### src/rtl/sac_pkg.sv
package sac_pkg;
    // Byte addresses on the register bus
    localparam logic [15:0] ADR_CFG    = 16'h7040; // serial_config_control
    localparam logic [15:0] ADR_OPCTL  = 16'h7044; // operation_control_reg
    localparam logic [15:0] ADR_STATUS = 16'h7048; // status_reg
    localparam logic [15:0] ADR_TXDATA = 16'h704C;
    localparam logic [15:0] ADR_RXBUF  = 16'h7050; // receive_buffer
    localparam logic [15:0] ADR_PRI    = 16'h7054; // priority_control_reg
    localparam logic [15:0] ADR_BAUD   = 16'h7058;

    // serial_config_control fields
    localparam int CFG_SRST_N  = 7;
    localparam int CFG_CPOL    = 6;
    localparam int CFG_LBK     = 4;
    localparam int CFG_LEN_MSB = 3;
    localparam logic [7:0] CFG_WMASK = 8'hDF;
    localparam logic [7:0] CFG_RST   = 8'h00;

    // operation_control_reg fields
    localparam int OPC_PHA    = 3;
    localparam int OPC_MASTER = 2;
    localparam int OPC_TALK   = 1;
    localparam logic [7:0] OPC_WMASK = 8'h0E;
    localparam logic [7:0] OPC_RST   = 8'h00;

    // status_reg fields
    localparam int STS_OVR   = 7;
    localparam int STS_INT   = 6;
    localparam int STS_TXF   = 5;
    localparam int STS_LEFT  = 4;
    localparam int STS_BUSY  = 0;

    // priority_control_reg fields
    localparam int PRI_INV   = 1;
    localparam int PRI_3WIRE = 0;
    localparam logic [7:0] PRI_WMASK = 8'h03;
    localparam logic [7:0] PRI_RST   = 8'h00;

    // Half shift-clock period is BAUD+1 system clocks
    localparam logic [7:0] BAUD_RST = 8'h03;
endpackage

### src/rtl/sac_sync.sv
`timescale 1ns/1ps
module sac_sync #(
    parameter int         W       = 1,
    parameter logic [W-1:0] RST_VAL = '0
) (
    input  wire logic         clk_i, // System clock
    input  wire logic         rst_i, // Synchronous reset
    input  wire logic         ce_i,  // Clock enable
    input  wire logic [W-1:0] d_i,   // Asynchronous inputs
    output logic      [W-1:0] q_o    // Synchronised outputs
);
    logic [W-1:0] s1_q;

    for (genvar i = 0; i < W; i++) begin : g_bit
        always_ff @(posedge clk_i) begin
            if (rst_i) begin
                s1_q[i] <= RST_VAL[i];
                q_o[i]  <= RST_VAL[i];
            end else if (ce_i) begin
                s1_q[i] <= d_i[i];
                q_o[i]  <= s1_q[i];
            end
        end
    end
endmodule

### src/rtl/sac_core.sv
`timescale 1ns/1ps
// How it works
// - Normal-select module of a pair captures right channel
// - Inverted-select module captures left channel
// - Soft reset low clears overrun, complete, txfull
// - Soft reset leaves configuration untouched
// - Master soft reset returns shift clock idle
// - Character written during reset is never sent
// - Polarity 0: shift clock idles low
// - Pol0 pha0: drive rising, sample falling
// - Pol0 pha1: early first bit, sample rising
// - Polarity 1: shift clock idles high
// - Pol1 pha0: drive falling, sample rising
// - Pol1 pha1: early first bit, sample falling
// - Config bit 5 reads zero, ignores writes
// - Loopback only acts in master mode
// - Loopback ties output to input, off after reset
// - Character length is field plus one
// - Talk low floats data output, receive continues
module sac_core (
    input  wire logic        clk_i,      // System clock, 100 MHz
    input  wire logic        rst_i,      // Synchronous reset, active high
    input  wire logic        ce_i,       // Clock enable, freezes all state when low
    input  wire logic        wb_cyc_i,   // Wishbone cycle
    input  wire logic        wb_stb_i,   // Wishbone strobe
    input  wire logic        wb_we_i,    // Wishbone write enable
    input  wire logic [15:0] wb_adr_i,   // Wishbone byte address
    input  wire logic [31:0] wb_dat_i,   // Wishbone write data
    input  wire logic [3:0]  wb_sel_i,   // Wishbone byte selects
    output logic      [31:0] wb_dat_o,   // Wishbone read data
    output logic             wb_ack_o,   // Wishbone acknowledge
    input  wire logic        sclk_i,     // shift_clock pin in
    output logic             sclk_o,     // shift_clock pin out
    output logic             sclk_oe_o,  // shift_clock drive enable
    input  wire logic        ste_n_i,    // slave_select_pin in
    output logic             ste_n_o,    // slave_select_pin out
    output logic             ste_oe_o,   // slave_select_pin drive enable
    input  wire logic        mosi_i,     // Master-out pin in
    output logic             mosi_o,     // Master-out pin out
    output logic             mosi_oe_o,  // Master-out drive enable
    input  wire logic        miso_i,     // Master-in pin in
    output logic             miso_o,     // Master-in pin out
    output logic             miso_oe_o   // Master-in drive enable
);
    typedef enum logic [1:0] {SAC_IDLE, SAC_RUN, SAC_DONE} sac_state_t;

    // Registers
    logic [7:0]  cfg_q, cfg_d, opc_q, opc_d, pri_q, pri_d, baud_q, baud_d;
    logic [15:0] txbuf_q, txbuf_d, rxbuf_q, rxbuf_d;
    logic        ovr_q, ovr_d, int_q, int_d, txf_q, txf_d, left_q, left_d;
    logic [31:0] rdat_d;
    logic        ack_d;
    // Engine
    sac_state_t  st_q, st_d;
    logic [15:0] txsh_q, txsh_d, rxsh_q, rxsh_d;
    logic [7:0]  hc_q, hc_d;
    logic [4:0]  edge_q, edge_d;
    logic [4:0]  bits_q, bits_d;
    logic        lvl_q, lvl_d, out_q, out_d, selp_q, selp_d, sclkp_q, sclkp_d;
    logic        sclk_d, sclk_oe_d, ste_d, ste_oe_d;
    logic        mosi_d, mosi_oe_d, miso_d, miso_oe_d;
    // Synchronised pins
    logic        sclk_s, ste_s, mosi_s, miso_s;

    sac_sync #(.W(4), .RST_VAL(4'h4)) u_sync (
        .clk_i (clk_i),
        .rst_i (rst_i),
        .ce_i  (ce_i),
        .d_i   ({sclk_i, ste_n_i, mosi_i, miso_i}),
        .q_o   ({sclk_s, ste_s, mosi_s, miso_s})
    );

    logic       srst_n, cpol, pha, master, talk, lbk, tri3, inv;
    logic [3:0] len_m1;
    assign srst_n = cfg_q[sac_pkg::CFG_SRST_N];
    assign cpol   = cfg_q[sac_pkg::CFG_CPOL];
    assign lbk    = cfg_q[sac_pkg::CFG_LBK];
    assign len_m1 = cfg_q[sac_pkg::CFG_LEN_MSB:0];
    assign pha    = opc_q[sac_pkg::OPC_PHA];
    assign master = opc_q[sac_pkg::OPC_MASTER];
    assign talk   = opc_q[sac_pkg::OPC_TALK];
    assign tri3   = pri_q[sac_pkg::PRI_3WIRE];
    assign inv    = pri_q[sac_pkg::PRI_INV];

    logic req, wr, rd;
    assign req = wb_cyc_i & wb_stb_i & ~wb_ack_o;
    assign wr  = req & wb_we_i;
    assign rd  = req & ~wb_we_i;

    // Register file and flags
    logic done_ev, ld_ev;
    logic [15:0] rx_done;
    always_comb begin
        cfg_d   = cfg_q;
        opc_d   = opc_q;
        pri_d   = pri_q;
        baud_d  = baud_q;
        txbuf_d = txbuf_q;
        rxbuf_d = rxbuf_q;
        ovr_d   = ovr_q;
        int_d   = int_q;
        txf_d   = txf_q;
        left_d  = left_q;
        rdat_d  = 32'h0000_0000;
        ack_d   = req;
        if (wr && wb_sel_i[0]) begin
            unique case (wb_adr_i)
                sac_pkg::ADR_CFG:    cfg_d  = wb_dat_i[7:0] & sac_pkg::CFG_WMASK;
                sac_pkg::ADR_OPCTL:  opc_d  = wb_dat_i[7:0] & sac_pkg::OPC_WMASK;
                sac_pkg::ADR_PRI:    pri_d  = wb_dat_i[7:0] & sac_pkg::PRI_WMASK;
                sac_pkg::ADR_BAUD:   baud_d = wb_dat_i[7:0];
                sac_pkg::ADR_STATUS: if (wb_dat_i[sac_pkg::STS_OVR]) ovr_d = 1'b0;
                sac_pkg::ADR_TXDATA: if (srst_n) begin
                    // Writes while in soft reset are dropped
                    txbuf_d = {wb_sel_i[1] ? wb_dat_i[15:8] : txbuf_q[15:8], wb_dat_i[7:0]};
                    txf_d   = 1'b1;
                end
                default: ;
            endcase
        end
        if (rd) begin
            unique case (wb_adr_i)
                sac_pkg::ADR_CFG:    rdat_d[7:0] = cfg_q;
                sac_pkg::ADR_OPCTL:  rdat_d[7:0] = opc_q;
                sac_pkg::ADR_PRI:    rdat_d[7:0] = pri_q;
                sac_pkg::ADR_BAUD:   rdat_d[7:0] = baud_q;
                sac_pkg::ADR_TXDATA: rdat_d[15:0] = txbuf_q;
                sac_pkg::ADR_STATUS: begin
                    rdat_d[sac_pkg::STS_OVR]  = ovr_q;
                    rdat_d[sac_pkg::STS_INT]  = int_q;
                    rdat_d[sac_pkg::STS_TXF]  = txf_q;
                    rdat_d[sac_pkg::STS_LEFT] = left_q;
                    rdat_d[sac_pkg::STS_BUSY] = (st_q != SAC_IDLE);
                end
                sac_pkg::ADR_RXBUF: begin
                    rdat_d[15:0] = rxbuf_q;
                    int_d        = 1'b0;
                end
                default: ;
            endcase
        end
        if (ld_ev) begin
            txf_d = 1'b0;
        end
        if (done_ev) begin
            rxbuf_d = rx_done;
            if (int_q && int_d == int_q) begin
                ovr_d = 1'b1;
            end
            int_d  = 1'b1;
            left_d = inv;
        end
        if (!srst_n) begin
            ovr_d = 1'b0;
            int_d = 1'b0;
            txf_d = 1'b0;
        end
    end

    always_ff @(posedge clk_i) begin
        if (rst_i) begin
            cfg_q    <= sac_pkg::CFG_RST;
            opc_q    <= sac_pkg::OPC_RST;
            pri_q    <= sac_pkg::PRI_RST;
            baud_q   <= sac_pkg::BAUD_RST;
            txbuf_q  <= 16'h0000;
            rxbuf_q  <= 16'h0000;
            ovr_q    <= 1'b0;
            int_q    <= 1'b0;
            txf_q    <= 1'b0;
            left_q   <= 1'b0;
            wb_dat_o <= 32'h0000_0000;
            wb_ack_o <= 1'b0;
        end else if (ce_i) begin
            cfg_q    <= cfg_d;
            opc_q    <= opc_d;
            pri_q    <= pri_d;
            baud_q   <= baud_d;
            txbuf_q  <= txbuf_d;
            rxbuf_q  <= rxbuf_d;
            ovr_q    <= ovr_d;
            int_q    <= int_d;
            txf_q    <= txf_d;
            left_q   <= left_d;
            wb_dat_o <= rdat_d;
            wb_ack_o <= ack_d;
        end
    end

    // Shift engine
    logic sel_act, in_bit, lead, trail, drv, smp, last;
    logic [15:0] ld_word;
    always_comb begin
        st_d    = st_q;
        hc_d    = hc_q;
        edge_d  = edge_q;
        bits_d  = bits_q;
        lvl_d   = lvl_q;
        txsh_d  = txsh_q;
        rxsh_d  = rxsh_q;
        out_d   = out_q;
        done_ev = 1'b0;
        ld_ev   = 1'b0;
        lead    = 1'b0;
        trail   = 1'b0;
        ld_word = txsh_q;
        sel_act = (ste_s ^ inv) == 1'b0;
        selp_d  = sel_act;
        sclkp_d = sclk_s;
        // Own output returns as input in loopback or in three-wire talk
        if (master && lbk) begin
            in_bit = out_q;
        end else if (tri3 && talk) begin
            in_bit = out_q;
        end else if (tri3) begin
            in_bit = master ? mosi_s : miso_s;
        end else begin
            in_bit = master ? miso_s : mosi_s;
        end
        if (master) begin
            unique case (st_q)
                SAC_IDLE: begin
                    lvl_d  = cpol;
                    edge_d = 5'h00;
                    if (txf_q) begin
                        st_d    = SAC_RUN;
                        ld_ev   = 1'b1;
                        ld_word = txbuf_q;
                        hc_d    = baud_q;
                    end
                end
                SAC_RUN: begin
                    if (hc_q == 8'h00) begin
                        hc_d   = baud_q;
                        lvl_d  = ~lvl_q;
                        lead   = ~edge_q[0];
                        trail  = edge_q[0];
                        edge_d = edge_q + 5'h01;
                    end else begin
                        hc_d = hc_q - 8'h01;
                    end
                end
                SAC_DONE: begin
                    // Hold idle for one half period between characters
                    if (hc_q == 8'h00) begin
                        st_d = SAC_IDLE;
                    end else begin
                        hc_d = hc_q - 8'h01;
                    end
                end
                default: st_d = SAC_IDLE;
            endcase
            last = trail && (edge_q == {len_m1, 1'b1});
        end else begin
            st_d  = sel_act ? SAC_RUN : SAC_IDLE;
            lvl_d = cpol;
            lead  = sel_act && (sclk_s != sclkp_q) && (sclk_s != cpol);
            trail = sel_act && (sclk_s != sclkp_q) && (sclk_s == cpol);
            if (sel_act && !selp_q) begin
                bits_d = 5'h00;
                ld_ev  = txf_q;
                if (txf_q) begin
                    ld_word = txbuf_q;
                end
            end
            last = 1'b0;
        end
        drv = pha ? (trail && !last) : lead;
        smp = pha ? lead : trail;
        if (ld_ev && pha) begin
            out_d  = ld_word[len_m1];
            txsh_d = ld_word << 1;
        end else if (drv) begin
            out_d  = ld_word[len_m1];
            txsh_d = ld_word << 1;
        end else begin
            txsh_d = ld_word;
        end
        if (smp) begin
            rxsh_d = {rxsh_q[14:0], in_bit};
            bits_d = bits_q + 5'h01;
        end
        rx_done = rxsh_d;
        if (smp && bits_q == {1'b0, len_m1}) begin
            done_ev = 1'b1;
            bits_d  = 5'h00;
            rxsh_d  = 16'h0000;
            if (!master && txf_q) begin
                ld_ev  = 1'b1;
                txsh_d = txbuf_q;
                if (pha) begin
                    out_d  = txbuf_q[len_m1];
                    txsh_d = txbuf_q << 1;
                end
            end
        end
        if (master && last) begin
            st_d = SAC_DONE;
        end
        if (!srst_n) begin
            st_d   = SAC_IDLE;
            lvl_d  = cpol;
            bits_d = 5'h00;
            rxsh_d = 16'h0000;
            ld_ev  = 1'b0;
            done_ev = 1'b0;
        end
        // Pin drive values, registered below
        sclk_d    = master ? lvl_q : 1'b0;
        sclk_oe_d = master;
        ste_d     = ~(master && st_q == SAC_RUN);
        ste_oe_d  = master;
        mosi_d    = out_q;
        miso_d    = out_q;
        mosi_oe_d = master && talk;
        miso_oe_d = !master && talk && sel_act;
    end

    always_ff @(posedge clk_i) begin
        if (rst_i) begin
            st_q      <= SAC_IDLE;
            hc_q      <= 8'h00;
            edge_q    <= 5'h00;
            bits_q    <= 5'h00;
            lvl_q     <= 1'b0;
            txsh_q    <= 16'h0000;
            rxsh_q    <= 16'h0000;
            out_q     <= 1'b0;
            selp_q    <= 1'b0;
            sclkp_q   <= 1'b0;
            sclk_o    <= 1'b0;
            sclk_oe_o <= 1'b0;
            ste_n_o   <= 1'b1;
            ste_oe_o  <= 1'b0;
            mosi_o    <= 1'b0;
            mosi_oe_o <= 1'b0;
            miso_o    <= 1'b0;
            miso_oe_o <= 1'b0;
        end else if (ce_i) begin
            st_q      <= st_d;
            hc_q      <= hc_d;
            edge_q    <= edge_d;
            bits_q    <= bits_d;
            lvl_q     <= lvl_d;
            txsh_q    <= txsh_d;
            rxsh_q    <= rxsh_d;
            out_q     <= out_d;
            selp_q    <= selp_d;
            sclkp_q   <= sclkp_d;
            sclk_o    <= sclk_d;
            sclk_oe_o <= sclk_oe_d;
            ste_n_o   <= ste_d;
            ste_oe_o  <= ste_oe_d;
            mosi_o    <= mosi_d;
            mosi_oe_o <= mosi_oe_d;
            miso_o    <= miso_d;
            miso_oe_o <= miso_oe_d;
        end
    end
endmodule

### config.mk
export PLATFORM = sky130hd
export DESIGN_NAME = sac_core
export DESIGN_NICKNAME = d
export VERILOG_FILES = /design/src/rtl/sac_pkg.sv /design/src/rtl/sac_sync.sv /design/src/rtl/sac_core.sv
export SDC_FILE = /design/constraint.sdc
export NUM_CORES = 1
export LEC_CHECK = 0
export BUFFER_PORTS_ARGS = -buffer_cell sky130_fd_sc_hd__buf_2
export CORE_ASPECT_RATIO = 1.4
export CORE_MARGIN = 3
export CORE_UTILIZATION = 55
export DETAILED_ROUTE_END_ITERATION = 10
export PLACE_DENSITY = 0.88
export SYNTH_ARGS = -nofsm -noshare
export SYNTH_HDL_FRONTEND = slang
export SYNTH_HIERARCHICAL = 1
export SYNTH_SLANG_ARGS = --single-unit
export TNS_END_PERCENT = 5
### constraint.sdc
create_clock -name clk_i -period 7.1 [get_ports clk_i]
set_input_delay 0.71 -clock clk_i [delete_from_list [all_inputs] [get_ports clk_i]]
set_output_delay 0.71 -clock clk_i [all_outputs]
set_load 0.03 [all_outputs]
; ---- Word level (Yosys, flattened, before mapping)
; Index checks and enable logic that the tools add are counted.
[word_totals]
wordCells = 205
reg_bits = 143
inputBits = 62
out_inout_bits = 41
[op_classes]
order_cmp = 1
add_sub_neg = 3
eq_ne = 27
n_bitwise = 11
n_mux = 87
reduce_logical = 39
[op_table]
columns = op, count
row1 = 16-bit two-way mux, 13
row2 = "16-bit by 15-bit == test with 1-bit output, second input constant", 7
row3 = 1-bit two-way mux, 50
row4 = 5-bit two-way mux, 6
row5 = 8-bit two-way mux, 3
row6 = 8-bit one-hot mux with 3 select lines, 1
row7 = 3-bit AND reduction, 7
row8 = 4-bit one-hot mux with 5 select lines, 1
row9 = 1-bit logical AND, 18
row10 = 3-bit one-hot mux with 6 select lines, 1
row11 = 8-bit one-hot mux with 2 select lines, 1
row12 = 4-bit AND reduction, 3
row13 = "5-bit by 1-bit adder with 5-bit output, second input constant", 2
row14 = 2-bit two-way mux, 5
row15 = "5-bit != test, second input constant", 2
row16 = 5-bit one-hot mux with 2 select lines, 1
row17 = 5-bit AND reduction, 2
row18 = 1-bit binary-select mux with 4-bit select, 2
row19 = 8-bit zero test, 1
row20 = "4-bit by 2-bit != test with 1-bit output, second input constant", 2
row21 = "4-bit != test, second input constant", 2
row22 = "8-bit by 1-bit subtractor with 8-bit output, second input constant", 1
row23 = "2-bit != test, second input constant", 3
row24 = "3-bit by 1-bit != test with 1-bit output, second input constant", 2
row25 = 19 further kinds, 32

; ---- Logic depth before layout (Yosys ltp)
[logic_depth]
word_depth = 14
mapped_depth = 12
depth_no_buf = 9

; ---- By module
; The synthesis kept the hierarchy.
[by_module_without_submodules]
columns = module, seq_area_each_um2, n_inst, area_per_inst_um2, cells_each
row1 = sac_core, 2682.6, 1, 7383.3, 806
row2 = sac_sync, 160.2, 1, 292.8, 26

; ---- Least setup slack after synthesis
; No wires, ideal clock.
[synth_timing]
path_type = in2reg
from = input wb_adr_i[1]
to = register txbuf_q[10]
arrival_time_ns = 2.622
path_slack_ns = 4.350
required_time_ns = 6.972
path_stages = 10
setup_ns = 0.128
n_path_buf = 3
path_cell_list = or4_1 -> nor4b_2 -> and4_1 -> buf_4 -> and3_1 -> buf_4 -> and2_4 -> buf_6 -> mux2i_1 -> nor2_1
[synth_via]
elab_chain_cells = 2
[synth_rtl]
columns = item, line
row1 = from (decl), sac_core.sv:27  ; input wire logic [15:0] wb_adr_i,
row2 = 16-bit by 15-bit == test with 1-bit output, sac_core.sv:107  ; unique case (wb_adr_i)
row3 = 5-bit AND reduction (no line), --
row4 = to (signal assigned), sac_core.sv:179  ; txbuf_q <= txbuf_d;
row5 = to (decl), sac_core.sv:49  ; logic [15:0] txbuf_q, txbuf_d, rxbuf_q, rxbuf_d;
; Every way passes these cells.
; A chain may end at the register's enable or synchronous reset.

; ---- Final worst setup path
[layout_timing]
from = register pri_q[1]
to = register txsh_q[10]
[layout_via]
elab_chain_cells = 11
word_cells_on_any_way = 21
cone_classes = 12 x mux / 2 x bitwise / 7 x reduce/logical
[layout_rtl]
columns = item, line
row1 = from (decl), sac_core.sv:48  ; logic [7:0] cfg_q, cfg_d, opc_q, opc_d, pri_q, pri_d, baud_q, baud_d;
row2 = from (signal assigned), sac_core.sv:164  ; pri_q <= sac_pkg::PRI_RST;
row3 = from (signal assigned), sac_core.sv:177  ; pri_q <= pri_d;
row4 = 1-bit bitwise XOR *, sac_core.sv:207  ; sel_act = (ste_s ^ inv) == 1'b0;
row5 = 1-bit inverter *, sac_core.sv:207
row6 = 1-bit logical AND, "sac_core.sv:257, sac_core.sv:258"
row7 = 1-bit logical AND, sac_core.sv:258  ; trail = sel_act && (sclk_s != sclkp_q) && (sclk_s == cpol);
row8 = 1-bit two-way mux, sac_core.sv:220  ; if (master) begin
row9 = 1-bit logical AND, sac_core.sv:268  ; drv = pha ? (trail && !last) : lead;
row10 = 1-bit two-way mux, sac_core.sv:268
row11 = 16-bit two-way mux, sac_core.sv:273  ; end else if (drv) begin
row12 = 16-bit two-way mux, sac_core.sv:270  ; if (ld_ev && pha) begin
row13 = 16-bit two-way mux, sac_core.sv:288  ; if (!master && txf_q) begin
row14 = 16-bit two-way mux *, sac_core.sv:284  ; if (smp && bits_q == {1'b0, len_m1}) begin
row15 = to (signal assigned), sac_core.sv:345  ; txsh_q <= txsh_d;
row16 = to (decl), sac_core.sv:55  ; logic [15:0] txsh_q, txsh_d, rxsh_q, rxsh_d;
; Mark *: on every way between the ends. The rest lies on a longest branch, timed or not.

==> summary by stage <==
Outcome
The run finished with clean final reports.

Placement
The global placer's final weighted congestion is 0.9278. The placed instances occupy a cell area of 0.007926 sq mm. The count of input and output buffers is 68.

The half-perimeter wire length of the detailed placement result is 12.79 mm. Prior to clock tree synthesis, the placed netlist has a worst setup slack of 3.520 ns.

STA
For the pin with the worst max-slew slack, the measured transition is 1.108 ns. Setup repair after global routing left no endpoint under its margin. The number of setup violations in the final report is 0. The worst slew margin relative to its limit is 25.33%. The portion of the clock cycle consumed by the worst path in the final layout is 47.60%.

The final-report hold violation count was 0. Hold timing on the final database bottoms out at a slack of 0.4524 ns. Static timing analysis puts the maximum clock frequency at 295.9 MHz.

For the final routed database, the setup TNS stands at 0 ns. The worst path needs 3.379 ns of the cycle, external delays included. The clock arrives with 0.008381 ns of skew. The number of pins with negative max-slew slack in the final report is 0. In the post-route analysis, the smallest setup slack over all paths is 3.721 ns.

Floorplan
The number of primary I/O pins is 103. For this configuration, the core starts out at a cell density of 56.81%. The area of the placeable core is 0.01351 sq mm. The die area is 0.01543 sq mm. Row generation in the floorplan step produced 50 rows. In this run the vertical extent of the chip is 145.8 um. The die extent in x is 105.8 um.

Finish
The library cells used most frequently in the layout, excluding fill and tap cells, are sky130_fd_sc_hd__dfxtp_1, sky130_fd_sc_hd__nor2_1, sky130_fd_sc_hd__mux2i_1. Compared with the post-synthesis result, the final layout area differs by 10.74%. The combined flip-flop and latch cell area is 0.002843 sq mm. The final net count is 934.

The finished cells cover 0.008501 sq mm. The antenna diode count is 0. The leading cell type in the layout, fill and taps excluded is sky130_fd_sc_hd__dfxtp_1.

In the final layout, the multi-input gates occupy 0.004412 sq mm. After filler insertion, the fill cell instance count of the layout stands at 1,022. The share of cells above drive strength 1 is 18.47%.

Routing
The final layout contains routed wiring with a total length of 19.63 mm. The count of nets left with antenna violations once routing finished came out at 0. For this run, design rule violations remaining after detail routing come to 0. For this block, the initial DRC count from the detailed router was 679. After detailed routing, the average wire length per cell comes to 18.53 um.

The via count normalized by instance count is 6.325. The number of search-and-repair iterations in the first detailed-routing pass is 8. The detailed router placed 6,698 vias in this run.

Synthesis
Counting flops with a built-in enable in the synthesized netlist gives 0. Averaged over all synthesized cells, the footprint is 9.226 sq um. The Yosys step of the flow raised 6 warnings. For this run, the leading register cell type out of synthesis is sky130_fd_sc_hd__dfxtp_1. Synthesis handed over a netlist of 832 instances. The mapped netlist covers 0.007676 sq mm. The number of distinct library cells after synthesis is 74. For this run, the register share of the synthesized area comes to 37.03%. After synthesis, the share of flip-flops with an asynchronous set or reset is 0%. Synthesis inferred 142 register bits.

Clock tree
After clock tree synthesis, the flow added hold-fix buffers numbering 0. In this run the number of H-tree levels came out at 4. The clock root buffer is sky130_fd_sc_hd__clkbuf_16. No sink is reached through more buffers than the 2 on the longest clock path. The clock tree from TritonCTS is yes. Buffers added to address setup during post-CTS repair amount to 0. The number of clock buffers inserted by TritonCTS is 17. The number of gates resized after CTS was 0. The clock edge transition at the registers on the reported setup and hold paths is 0.06 ns. The clock reaches the later pin of the worst-skew pair after 0.42 ns. The tree built by TritonCTS fans out to 142 sinks.

GRT
The number of antenna violations at the first check in global routing was 0. The number of global-route vias before repair was 6,413. The maximum number of pins on one net before global-route repair is 84. The total overflow left after global routing is 0.

The total track usage is 25.15%. The first global-routing pass estimated 31.87 mm of wire.

Setup path
The category of the critical setup timing path is reg -> reg. Data on the critical path is required at its endpoint by 7.38 ns. The worst flop-to-flop path startpoint is pri_q[1]$_SDFFE_PP0P_. The number of cell instances on the worst register-to-register path is 7. The kind of start point of the critical path is a register.

For the worst setup path, the data arrival time is 3.65 ns. The maximum fanout encountered on the critical timing path is 18. The launching element of the worst setup path is pri_q[1]$_SDFFE_PP0P_. The capturing element type of the critical path is a register.

Pwr
For this design the static power due to leakage is 0.003293 uW. The cell area power density is 207.3 mW/mm^2. VDD sags by at most 0.0001463 V.

Flow run
The count of max-cap constraint violations is 0.

Min path
The kind of path behind the tightest hold check is reg -> reg. The startpoint of the tightest hold check path is wb_dat_o[6]$_SDFFE_PP0P_. Along the worst hold path, the cell count comes to 1.
[metal layers]
metal	up-vias	GRT usage [%]	wire length, um
li1	3055	-	-
met1	3220	30.72	7462
met2	344	43.01	10060
met3	79	4.039	1346
met4	0	11.86	755
met5	-	0	0
[layout make-up]
class | instances | area share (%)
Multi-Input combinational cell | 616 | 51.90
Sequential cell | 142 | 33.44
Clock buffer | 19 | 5.210
Timing Repair Buffer | 76 | 4.739
Tap cell | 182 | 2.679
Clock inverter | 13 | 1.545
Inverter | 11 | 0.4857
[Yosys cell counts, types with 5 or more instances]
cell | number | area share, %
sky130_fd_sc_hd__mux2_2 | 8 | 1.2
sky130_fd_sc_hd__inv_1 | 11 | 0.54
sky130_fd_sc_hd__nand2b_1 | 9 | 0.73
sky130_fd_sc_hd__a2bb2oi_1 | 8 | 0.91
sky130_fd_sc_hd__nor2_1 | 112 | 5.5
sky130_fd_sc_hd__nand3_1 | 18 | 1.2
sky130_fd_sc_hd__o21ai_0 | 22 | 1.4
sky130_fd_sc_hd__a22oi_1 | 39 | 3.8
sky130_fd_sc_hd__a211oi_2 | 11 | 1.8
sky130_fd_sc_hd__a211o_1 | 5 | 0.57
sky130_fd_sc_hd__a211oi_1 | 7 | 0.68
sky130_fd_sc_hd__nand2_1 | 63 | 3.1
sky130_fd_sc_hd__buf_6 | 7 | 1.0
sky130_fd_sc_hd__nor3b_1 | 5 | 0.49
sky130_fd_sc_hd__buf_4 | 23 | 2.2
sky130_fd_sc_hd__buf_2 | 12 | 0.78
sky130_fd_sc_hd__xor2_1 | 7 | 0.80
sky130_fd_sc_hd__ha_1 | 8 | 1.3
sky130_fd_sc_hd__xnor2_1 | 10 | 1.1
sky130_fd_sc_hd__mux2i_1 | 100 | 13
sky130_fd_sc_hd__a21o_1 | 6 | 0.59
sky130_fd_sc_hd__dfxtp_1 | 142 | 37
sky130_fd_sc_hd__a31oi_1 | 7 | 0.57
sky130_fd_sc_hd__o21bai_1 | 12 | 1.2
sky130_fd_sc_hd__a21oi_1 | 35 | 2.3
sky130_fd_sc_hd__nor3_1 | 5 | 0.33
sky130_fd_sc_hd__nor2b_1 | 6 | 0.49
sky130_fd_sc_hd__a22o_1 | 12 | 1.4
sky130_fd_sc_hd__clkbuf_1 | 32 | 1.6
sky130_fd_sc_hd__mux4_2 | 13 | 3.8
[power breakdown]
group	switching [uW]	total [uW]	internal, uW
Clock	361	860	498
Combinational	59.7	91.8	32.0
Sequential	6.64	811	804
Total	427	1760	1330
[registers in the layout, indices dropped and copies added, names as in the netlist, 5 cells and up]
register and count:
baud_q 8, bits_q 5, cfg_q 7, edge_q 5, hc_q 8, rxbuf_q 16, rxsh_q 15, txbuf_q 16
txsh_q 16, wb_dat_o 16
[worst max-delay path, stage by stage (launching register included)]
cell                      delay [ns]
sky130_fd_sc_hd__dfxtp_1        0.47
sky130_fd_sc_hd__xor2_1         0.46
sky130_fd_sc_hd__or2_1          0.26
sky130_fd_sc_hd__o221a_2        0.59
sky130_fd_sc_hd__a21o_1         0.74
sky130_fd_sc_hd__mux2_2         0.42
sky130_fd_sc_hd__o21ai_0        0.20
sky130_fd_sc_hd__o22ai_1        0.10
[metrics by stage]
step / utilization, % / power (uW) / cells
floorplan: - / 898.2 / 847
detailed placement: 58.66 / 918.1 / 1027
CTS: 62.91 / 1764 / 1059
global placement: 58.66 / 916.2 / 1027
finish: 62.91 / 1762 / 1059
global route: 62.91 / 1804 / 1059
[worst paths after layout]
path                                            endpoint  slack, ns
worst max-delay path             txsh_q[10]$_SDFFE_PP0P_       3.72
worst min-delay path            wb_dat_o[6]$_SDFFE_PP0P_       0.45
worst max register to register   txsh_q[10]$_SDFFE_PP0P_       3.72
worst min register to register  wb_dat_o[6]$_SDFFE_PP0P_       0.45
[logic make-up (layout without fill, tap and decap cells)]
| family | Yosys count | in the layout | share of synthesized area, % |
|---|---|---|---|
| AO/OA/AOI/OAI | 192 | 192 | 18.44 |
| XOR/XNOR | 17 | 17 | 1.940 |
| adder cells (fa/ha/maj) | 8 | 8 | 1.304 |
| buffers and inverters | 89 | 119 | 6.357 |
| flip-flops | 142 | 142 | 37.03 |
| multiplexers | 121 | 121 | 18.03 |
| other | 1 | 16 | 0.04885 |
| AND/OR/NAND/NOR | 262 | 262 | 16.85 |
(Power assumes the default switching activity.)
